**config.mk**
```make
export PLATFORM = sky130hd
export DESIGN_NAME = pao_top
export DESIGN_NICKNAME = d
export VERILOG_FILES = /design/src/core/pao_pkg.sv /design/src/core/pao_top.sv
export VERILOG_INCLUDE_DIRS = /design/src /design/src/core
export SDC_FILE = /design/constraint.sdc
export NUM_CORES = 1
export LEC_CHECK = 0
export BUFFER_PORTS_ARGS = -buffer_cell sky130_fd_sc_hd__buf_4
export CAP_MARGIN = 15
export CORE_MARGIN = 2
export CORE_UTILIZATION = 45
export DETAILED_ROUTE_END_ITERATION = 10
export HOLD_SLACK_MARGIN = 0.15
export MAX_ROUTING_LAYER = met4
export PLACE_DENSITY_LB_ADDON = 0.2
export SLEW_MARGIN = 10
export SYNTH_ARGS = -nofsm -noshare
export SYNTH_HDL_FRONTEND = slang
export SYNTH_SLANG_ARGS = --single-unit
```
**constraint.sdc**
```tcl
create_clock -name CLK -period 1.31 [get_ports CLK]
set_clock_uncertainty 0.05 [all_clocks]
set_input_delay 0.262 -clock CLK [delete_from_list [all_inputs] [get_ports CLK]]
set_output_delay 0.262 -clock CLK [all_outputs]
set_load 0.01 [all_outputs]
```
**src/core/pao_consts.svh**
```systemverilog
// Constants for the port alternate-function override block
`ifndef PAO_CONSTS_SVH
`define PAO_CONSTS_SVH
`define PAO_CLK_PERIOD_PS  5000
`define PAO_FILT_NS        50
`define PAO_FILT_CYC       ((`PAO_FILT_NS * 1000 + `PAO_CLK_PERIOD_PS - 1) / `PAO_CLK_PERIOD_PS)
`define PAO_IDX_SCL        0
`define PAO_IDX_SDA        1
`define PAO_IDX_RXD        2
`define PAO_IDX_TXD        3
`define PAO_IDX_CAP1       4
`define PAO_IDX_XCK        5
`define PAO_IDX_TMR1CK     6
`define PAO_IDX_TMR0CK     7
`define PAO_IDX_BOOT       10
`define PAO_IDX_IRQ6       14
`define PAO_IDX_TCK        20
`define PAO_IDX_TMS        21
`define PAO_IDX_TDO        22
`define PAO_IDX_TDI        23
`define PAO_JTAG_PU_MASK   8'hB0
`define PAO_RST_PINS       24'h000000
`define PAO_RST_FILT       2'h3
`define PAO_RST_FCNT       4'h0
`define PAO_RST_BOOT       1'b0
`endif

```
**src/core/pao_pkg.sv**
```systemverilog
// Types for the port alternate-function override block
package pao_pkg;
  typedef enum logic [1:0] {
    BOOT_WAIT    = 2'b00,
    BOOT_SYNC    = 2'b01,
    BOOT_CAPTURE = 2'b10,
    BOOT_DONE    = 2'b11
  } pao_boot_t;

  typedef struct packed {
    logic [23:0]      s1;
    logic [23:0]      s2;
    logic [1:0][3:0]  fcnt;
    logic [1:0]       fval;
    logic [23:0]      pin;
    logic [23:0]      oe;
    logic [23:0]      out;
    logic [23:0]      pu;
    pao_boot_t        boot_st;
    logic             boot_sel;
  } pao_state_t;
endpackage : pao_pkg

```
**src/core/pao_top.sv**
```systemverilog
// Port D/E/F alternate-function override logic between peripherals and pads
`timescale 1ns/1ps
module pao_top
  import pao_pkg::*;
(
  // Clock and reset
  input  wire logic        CLK,
  input  wire logic        RESETN,
  // Port registers
  input  wire logic [7:0]  PORT_DATA_D,
  input  wire logic [7:0]  PORT_DIR_D,
  input  wire logic [7:0]  PORT_DATA_E,
  input  wire logic [7:0]  PORT_DIR_E,
  input  wire logic [7:0]  PORT_DATA_F,
  input  wire logic [7:0]  PORT_DIR_F,
  input  wire logic        GLOBAL_PULLUP_DISABLE,
  input  wire logic        INPUT_DISABLE_SLEEP,
  // Serial unit
  input  wire logic        SERIAL_RX_ENABLE,
  input  wire logic        SERIAL_TX_ENABLE,
  input  wire logic        SERIAL_TX_OUT,
  input  wire logic        SERIAL_SYNC_MODE,
  input  wire logic        SERIAL_SYNC_CLOCK_OUT,
  output logic             SERIAL_RX_IN,
  output logic             SERIAL_SYNC_CLOCK_IN,
  // Two-wire interface
  input  wire logic        TWO_WIRE_ENABLE,
  input  wire logic        TW_SDA_PULL_LOW,
  input  wire logic        TW_SCL_PULL_LOW,
  output logic             TW_SDA_IN,
  output logic             TW_SCL_IN,
  // Timers
  input  wire logic        TIMER0_COMPARE_B_EN,
  input  wire logic        TIMER0_COMPARE_B_OUT,
  output logic             TIMER0_EXT_CLOCK_IN,
  output logic             TIMER1_EXT_CLOCK_IN,
  output logic             TIMER1_CAPTURE_IN,
  // External interrupts
  input  wire logic [3:0]  EXT_IRQ_EN_D,
  input  wire logic        EXT_IRQ6_EN,
  output logic [3:0]       EXT_IRQ_IN_D,
  output logic             EXT_IRQ6_IN,
  // Boot select
  input  wire logic        BOOT_SELECT_FUSE,
  output logic             BOOT_FROM_LOADER,
  // Test access port
  input  wire logic        JTAG_ENABLE,
  input  wire logic        TAP_SHIFT_IR,
  input  wire logic        TAP_SHIFT_DR,
  input  wire logic        TAP_TDO,
  output logic             TAP_TDI,
  output logic             TAP_TMS,
  output logic             TAP_TCK,
  // Digital pin readback
  output logic [7:0]       PIN_D,
  output logic [7:0]       PIN_E,
  output logic [7:0]       PIN_F,
  // Pads
  input  wire logic [7:0]  PAD_D_IN,
  input  wire logic [7:0]  PAD_E_IN,
  input  wire logic [7:0]  PAD_F_IN,
  output logic [7:0]       PAD_D_OUT,
  output logic [7:0]       PAD_D_OE,
  output logic [7:0]       PAD_D_PULLUP,
  output logic [7:0]       PAD_E_OUT,
  output logic [7:0]       PAD_E_OE,
  output logic [7:0]       PAD_E_PULLUP,
  output logic [7:0]       PAD_F_OUT,
  output logic [7:0]       PAD_F_OE,
  output logic [7:0]       PAD_F_PULLUP
);
  `include "pao_consts.svh"

  localparam logic [3:0] FILT_LAST    = 4'(`PAO_FILT_CYC - 1);
  localparam logic [7:0] JTAG_PU_MASK = `PAO_JTAG_PU_MASK;

  pao_state_t st_r;
  pao_state_t st_nxt;

  logic [23:0] data_reg;
  logic [23:0] dir_reg;
  logic [23:0] pu_ov_en, pu_ov_val, dir_ov_en, dir_ov_val, val_ov_en, val_ov_val, ie_ov_en, ie_ov_val;
  logic [23:0] pu_f, dd_f, pv_f, die_f;
  logic        xck_out_en;

  assign data_reg   = {PORT_DATA_F, PORT_DATA_E, PORT_DATA_D};
  assign dir_reg    = {PORT_DIR_F, PORT_DIR_E, PORT_DIR_D};
  assign xck_out_en = SERIAL_SYNC_MODE & PORT_DIR_D[`PAO_IDX_XCK];

  //////////////////////////////////////////////////////////////////////////////
  // Override sources per pin; unlisted pins keep register control
  always_comb begin
    pu_ov_en   = '0;
    pu_ov_val  = '0;
    dir_ov_en  = '0;
    dir_ov_val = '0;
    val_ov_en  = '0;
    val_ov_val = '0;
    ie_ov_en   = '0;
    ie_ov_val  = '0;
    // Transmit pin forced to output
    pu_ov_en[`PAO_IDX_TXD]   = SERIAL_TX_ENABLE;
    dir_ov_en[`PAO_IDX_TXD]  = SERIAL_TX_ENABLE;
    dir_ov_val[`PAO_IDX_TXD] = 1'b1;
    val_ov_en[`PAO_IDX_TXD]  = SERIAL_TX_ENABLE;
    val_ov_val[`PAO_IDX_TXD] = SERIAL_TX_OUT;
    // Receive pin forced to input, pull-up still from its data bit
    pu_ov_en[`PAO_IDX_RXD]   = SERIAL_RX_ENABLE;
    pu_ov_val[`PAO_IDX_RXD]  = PORT_DATA_D[`PAO_IDX_RXD] & ~GLOBAL_PULLUP_DISABLE;
    dir_ov_en[`PAO_IDX_RXD]  = SERIAL_RX_ENABLE;
    dir_ov_val[`PAO_IDX_RXD] = 1'b0;
    // Two-wire pins: drive low only, direction from the interface
    pu_ov_en[`PAO_IDX_SDA]   = TWO_WIRE_ENABLE;
    pu_ov_val[`PAO_IDX_SDA]  = PORT_DATA_D[`PAO_IDX_SDA] & ~GLOBAL_PULLUP_DISABLE;
    dir_ov_en[`PAO_IDX_SDA]  = TWO_WIRE_ENABLE;
    dir_ov_val[`PAO_IDX_SDA] = TW_SDA_PULL_LOW;
    val_ov_en[`PAO_IDX_SDA]  = TWO_WIRE_ENABLE;
    val_ov_val[`PAO_IDX_SDA] = 1'b0;
    pu_ov_en[`PAO_IDX_SCL]   = TWO_WIRE_ENABLE;
    pu_ov_val[`PAO_IDX_SCL]  = PORT_DATA_D[`PAO_IDX_SCL] & ~GLOBAL_PULLUP_DISABLE;
    dir_ov_en[`PAO_IDX_SCL]  = TWO_WIRE_ENABLE;
    dir_ov_val[`PAO_IDX_SCL] = TW_SCL_PULL_LOW;
    // Compare output shares the clock pin; two-wire keeps the value low
    val_ov_en[`PAO_IDX_SCL]  = TWO_WIRE_ENABLE | TIMER0_COMPARE_B_EN;
    val_ov_val[`PAO_IDX_SCL] = TWO_WIRE_ENABLE ? 1'b0 : TIMER0_COMPARE_B_OUT;
    // Sync clock drives out only in sync mode with direction set
    dir_ov_en[`PAO_IDX_XCK]  = xck_out_en;
    dir_ov_val[`PAO_IDX_XCK] = 1'b1;
    val_ov_en[`PAO_IDX_XCK]  = xck_out_en;
    val_ov_val[`PAO_IDX_XCK] = SERIAL_SYNC_CLOCK_OUT;
    // Interrupt pins keep their input buffer alive
    ie_ov_en[3:0] = EXT_IRQ_EN_D;
    ie_ov_val[3:0] = 4'hF;
    ie_ov_en[`PAO_IDX_IRQ6]  = EXT_IRQ6_EN;
    ie_ov_val[`PAO_IDX_IRQ6] = 1'b1;
    // Test port takes bits 7..4 of port F
    pu_ov_en[23:20]  = {4{JTAG_ENABLE}};
    pu_ov_val[23:20] = JTAG_PU_MASK[7:4];
    dir_ov_en[23:20] = {4{JTAG_ENABLE}};
    dir_ov_val[`PAO_IDX_TDO] = TAP_SHIFT_IR | TAP_SHIFT_DR;
    val_ov_en[`PAO_IDX_TDO]  = JTAG_ENABLE;
    val_ov_val[`PAO_IDX_TDO] = TAP_TDO;
    ie_ov_en[23:20] = {4{JTAG_ENABLE}};
  end

  //////////////////////////////////////////////////////////////////////////////
  // Per-pin resolution of override against register control
  for (genvar i = 0; i < 24; i++) begin : g_pin
    // Without override, pull-up only for an input with data set; global disable blocks all but the test pull-ups
    assign pu_f[i]  = pu_ov_en[i] ? pu_ov_val[i]
                    : (~dir_reg[i] & data_reg[i] & ~GLOBAL_PULLUP_DISABLE);
    assign dd_f[i]  = dir_ov_en[i] ? dir_ov_val[i] : dir_reg[i];
    assign pv_f[i]  = val_ov_en[i] ? val_ov_val[i] : data_reg[i];
    assign die_f[i] = ie_ov_en[i] ? ie_ov_val[i] : ~INPUT_DISABLE_SLEEP;
  end

  //////////////////////////////////////////////////////////////////////////////
  // Next state: synchronisers, spike filters, pad drive, boot sampling
  always_comb begin
    st_nxt     = st_r;
    st_nxt.s1  = {PAD_F_IN, PAD_E_IN, PAD_D_IN};
    st_nxt.s2  = st_r.s1;
    st_nxt.pin = st_r.s2 & die_f;
    st_nxt.oe  = dd_f;
    st_nxt.out = pv_f;
    st_nxt.pu  = pu_f;
    // Level must hold the full filter time before it passes
    for (int k = 0; k < 2; k++) begin
      if (st_r.s2[k] == st_r.fval[k]) begin
        st_nxt.fcnt[k] = `PAO_RST_FCNT;
      end else if (st_r.fcnt[k] == FILT_LAST) begin
        st_nxt.fval[k] = st_r.s2[k];
        st_nxt.fcnt[k] = `PAO_RST_FCNT;
      end else begin
        st_nxt.fcnt[k] = st_r.fcnt[k] + 4'h1;
      end
    end
    // Pin level reaches the second stage two edges after release
    case (st_r.boot_st)
      BOOT_WAIT: begin
        st_nxt.boot_st = BOOT_SYNC;
      end
      BOOT_SYNC: begin
        st_nxt.boot_st = BOOT_CAPTURE;
      end
      BOOT_CAPTURE: begin
        st_nxt.boot_st  = BOOT_DONE;
        st_nxt.boot_sel = BOOT_SELECT_FUSE & ~st_r.s2[`PAO_IDX_BOOT];
      end
      BOOT_DONE: begin
        st_nxt.boot_st = BOOT_DONE;
      end
      default: begin
        st_nxt.boot_st = BOOT_WAIT;
      end
    endcase
  end

  //////////////////////////////////////////////////////////////////////////////
  // State register
  always_ff @(posedge CLK or negedge RESETN) begin
    if (!RESETN) begin
      st_r.s1       <= `PAO_RST_PINS;
      st_r.s2       <= `PAO_RST_PINS;
      st_r.fcnt     <= {2{`PAO_RST_FCNT}};
      st_r.fval     <= `PAO_RST_FILT;
      st_r.pin      <= `PAO_RST_PINS;
      st_r.oe       <= `PAO_RST_PINS;
      st_r.out      <= `PAO_RST_PINS;
      st_r.pu       <= `PAO_RST_PINS;
      st_r.boot_st  <= BOOT_WAIT;
      st_r.boot_sel <= `PAO_RST_BOOT;
    end else begin
      st_r <= st_nxt;
    end
  end

  //////////////////////////////////////////////////////////////////////////////
  // Outputs; test pull-ups bypass the flops so they hold through reset
  assign PAD_D_OUT    = st_r.out[7:0];
  assign PAD_D_OE     = st_r.oe[7:0];
  assign PAD_D_PULLUP = st_r.pu[7:0];
  assign PAD_E_OUT    = st_r.out[15:8];
  assign PAD_E_OE     = st_r.oe[15:8];
  assign PAD_E_PULLUP = st_r.pu[15:8];
  assign PAD_F_OUT    = st_r.out[23:16];
  assign PAD_F_OE     = st_r.oe[23:16];
  assign PAD_F_PULLUP = st_r.pu[23:16] | ({8{JTAG_ENABLE}} & `PAO_JTAG_PU_MASK);
  assign PIN_D        = st_r.pin[7:0];
  assign PIN_E        = st_r.pin[15:8];
  assign PIN_F        = st_r.pin[23:16];
  assign TW_SDA_IN    = st_r.fval[`PAO_IDX_SDA];
  assign TW_SCL_IN    = st_r.fval[`PAO_IDX_SCL];
  assign SERIAL_RX_IN = st_r.pin[`PAO_IDX_RXD];
  assign SERIAL_SYNC_CLOCK_IN = st_r.pin[`PAO_IDX_XCK];
  assign TIMER0_EXT_CLOCK_IN  = st_r.pin[`PAO_IDX_TMR0CK];
  assign TIMER1_EXT_CLOCK_IN  = st_r.pin[`PAO_IDX_TMR1CK];
  assign TIMER1_CAPTURE_IN    = st_r.pin[`PAO_IDX_CAP1];
  assign EXT_IRQ_IN_D = st_r.pin[3:0];
  assign EXT_IRQ6_IN  = st_r.pin[`PAO_IDX_IRQ6];
  assign BOOT_FROM_LOADER = st_r.boot_sel;
  // Test pins bypass the digital input gate; controller runs on test clock
  assign TAP_TDI = st_r.s2[`PAO_IDX_TDI];
  assign TAP_TMS = st_r.s2[`PAO_IDX_TMS];
  assign TAP_TCK = st_r.s2[`PAO_IDX_TCK];
endmodule : pao_top

```
==> qor.yml <==
outcome:
  run_status: "complete, but fails checks"
  violations: "setup timing"
clocking:
  path_clk_slew_ns: 0.06
  clock_sinks: 157
  cts_tree: "yes"
  root_buffer: "clkbuf_16"
  cts_buffer_depth: 2
  htreeDepth: 4
  cts-buffers-inserted: 17
  clkLatencyLatePin_ns: 0.41
worst_setup_path:
  worstPathArrival_ns: 1.11
  crit_fanout: 1
  cp.required_ns: 1.00
  critPathKind: "flop to output port"
  crit_path_start_kind: "flop"
  end_kind: "output port"
yosys:
  synthDistinctLibCells: 27
  synth_compound_area_share_pct: 2.523
  syn_nets: 481
  syn-cell-area_um2: 5504
  synthAdderAreaFrac_pct: 0.9093
  synth.area.mux_share_pct: 1.569
  synth-simple-area-share_pct: 8.752
  synthCells: 381
  seq_area_frac_synth_pct: 71.43
  synth-seq-cells: 157
  ys_warn_count: 0
  yosys.area_share.xor_xnor_pct: 0.3183
  avgSynthCellArea_um2: 14.45
  synth_top_family_by_area: "buffers and inverters"
power_and_ir_drop:
  p_leak_uw: 0.004054
  power_density_nw_per_um2: 1397
  vdd_drop_max_mv: 0.8363
sta:
  setup_tns_ns: -0.4366
  fmax_mhz: 702.7
  hold_viol: 0
  relSlewSlack_pct: 77.21
  worst_pin_slew_ns: 0.3419
  setup_viol: 6
  rsz0062_at_grt: "yes"
  final-max-slew-violation-count: 0
  setup_ws_ns: -0.1130
  fin_crit_sh_pct: 108.6
  period_needed_ns: 1.423
layout:
  finalNetCount: 713
  top_register: "st_r"
  final_cell_mix: "buf_4, dfrtp_1, dlygate4sd3_1"
  largest_reg_flops: 39
  area_delta_synth_final_pct: 50.33
  drive_above_1_share_pct: 44.07
  layout_commonest_cell: "buf_4"
  n_antenna_cell: 0
drt:
  routedWlPerCell_um: 15.63
  dr_total_vias: 3411
  ant_nets: 0
  drtIter0Drc: 182
  route.detailed.drc: 0
  vias_per_cell: 4.424
  routed_wl_mm: 12.05
  firstDrtPassIters: 4
place:
  place_ws_ns: -0.008383
  place_congestion: 0.7430
  place.port_buffers: 207
  hpwl_mm: 7.509
floorplan:
  row_count: 40
  dieHeight_um: 114.6
  die_area_um2: 13130
  ioPinCount: 208
  dieWidth_um: 114.6
  core_area_um2: 11960
  initial_utilization_pct: 46.01
global_routing:
  grt_pass1_wl_mm: 18.67
  antenna_found_initial: 0
  track_usage_pct: 19.93
  grt_max_degree: 40
  globalRoute.totalOverflow: 0
  grt_pass1_vias: 3811
worst_hold_path:
  hold_path_class: "primary input to flop"
job:
  drv_cap: 0
-- power by group --
part / internal [µW] / leakage (µW) / switching, µW
combinational: 754 / 0.00185 / 518
clock: 3260 / 0.000297 / 1820
sequential: 5100 / 0.00191 / 101
-- critical path: stages (launching register included) --
cell	delay, ns
dfrtp_1	0.36
or2_4	0.23
buf_6	0.12
-- synth_stat cells --
master	number	share of area (%)
nor4_2	2	0.45
nor2_1	15	1.0
and2_1	4	0.45
mux2i_1	3	0.55
nor3b_2	1	0.23
xnor2_1	2	0.32
nor3b_1	19	2.6
mux2_2	5	1.0
and2b_1	3	0.41
buf_4	98	13
ha_1	4	0.91
a21boi_0	5	0.68
nor2b_1	19	2.2
dfstp_2	2	0.95
o41ai_1	1	0.16
clkbuf_1	3	0.20
inv_1	11	0.75
and4_1	2	0.32
or2_2	5	0.57
buf_2	2	0.18
nand2_1	4	0.27
a21oi_1	7	0.64
a21o_1	5	0.68
dfrtp_1	155	70
o21ai_0	1	0.091
nor4b_2	1	0.27
o21bai_1	2	0.27
-- metrics by stage --
stage / hold slack (ns) / instances / total power (µW) / util (%) / instance area [µm²]
4_1_cts: 0.1769 / 768 / 11640 / 68.70 / 8218
6_report: 0.08880 / 771 / 11560 / 69.17 / 8274
2_1_floorplan: -0.08359 / 381 / 5750 / - / 5504
3_5_place_dp: 0.1241 / 641 / 6265 / 55.23 / 6606
5_1_grt: 0.1646 / 771 / 12060 / 69.17 / 8274
3_3_place_gp: 0.1218 / 641 / 6232 / 55.23 / 6606
-- worst paths after layout --
| kind | from | to | slack [ns] | cells past startpoint |
|---|---|---|---|---|
| setup / recovery | st_r[24] | PAD_F_PULLUP[5] | -0.11 | 2 |
| setup reg to reg | st_r[102] | TW_SCL_IN | -0.01 | 5 |
| hold reg to reg | st_nxt[132] | TAP_TDI | 0.29 | 0 |
| min in group asynchronous | RESETN | PIN_D[5] | 0.26 | 2 |
| max in group asynchronous | RESETN | TW_SDA_IN | 0.40 | 3 |
| hold / removal | TIMER0_COMPARE_B_OUT | PAD_D_OUT[0] | 0.09 | 3 |
-- final cells by class --
| cell class | count | area (µm²) |
|---|---|---|
| Tap cell | 147 | 183.9 |
| Sequential cell | 157 | 3931 |
| Multi-Input combinational cell | 110 | 809.5 |
| Fill cell | 802 | 3687 |
| Clock inverter | 11 | 166.4 |
| Clock buffer | 19 | 452.9 |
| Inverter | 11 | 41.29 |
| Timing Repair Buffer | 316 | 2689 |
-- logic make-up after synthesis --
family,Yosys count
xor gates and xnor gates,2
adders and majority gates,4
buffers and inverters,114
and+or+nand+nor,75
DFF,157
muxes,8
AOI/OAI and AO/OA,21
-- repair_timing --
item                       4_1_cts  5_1_grt
gates resized for setup          9       10
hold endpoints to repair       269        0
setup buffers                    3        4
pin swaps                        0        2
setup endpoints to repair        6       12
hold buffers                    94        0
-- routing by layer --
metal	share of wire (%)	track usage, %
met2	51	32.58
met3	9.0	8.205
met4	2.5	9.187
met5	0	-
met1	37	21.11
(Power assumes the default switching activity.)
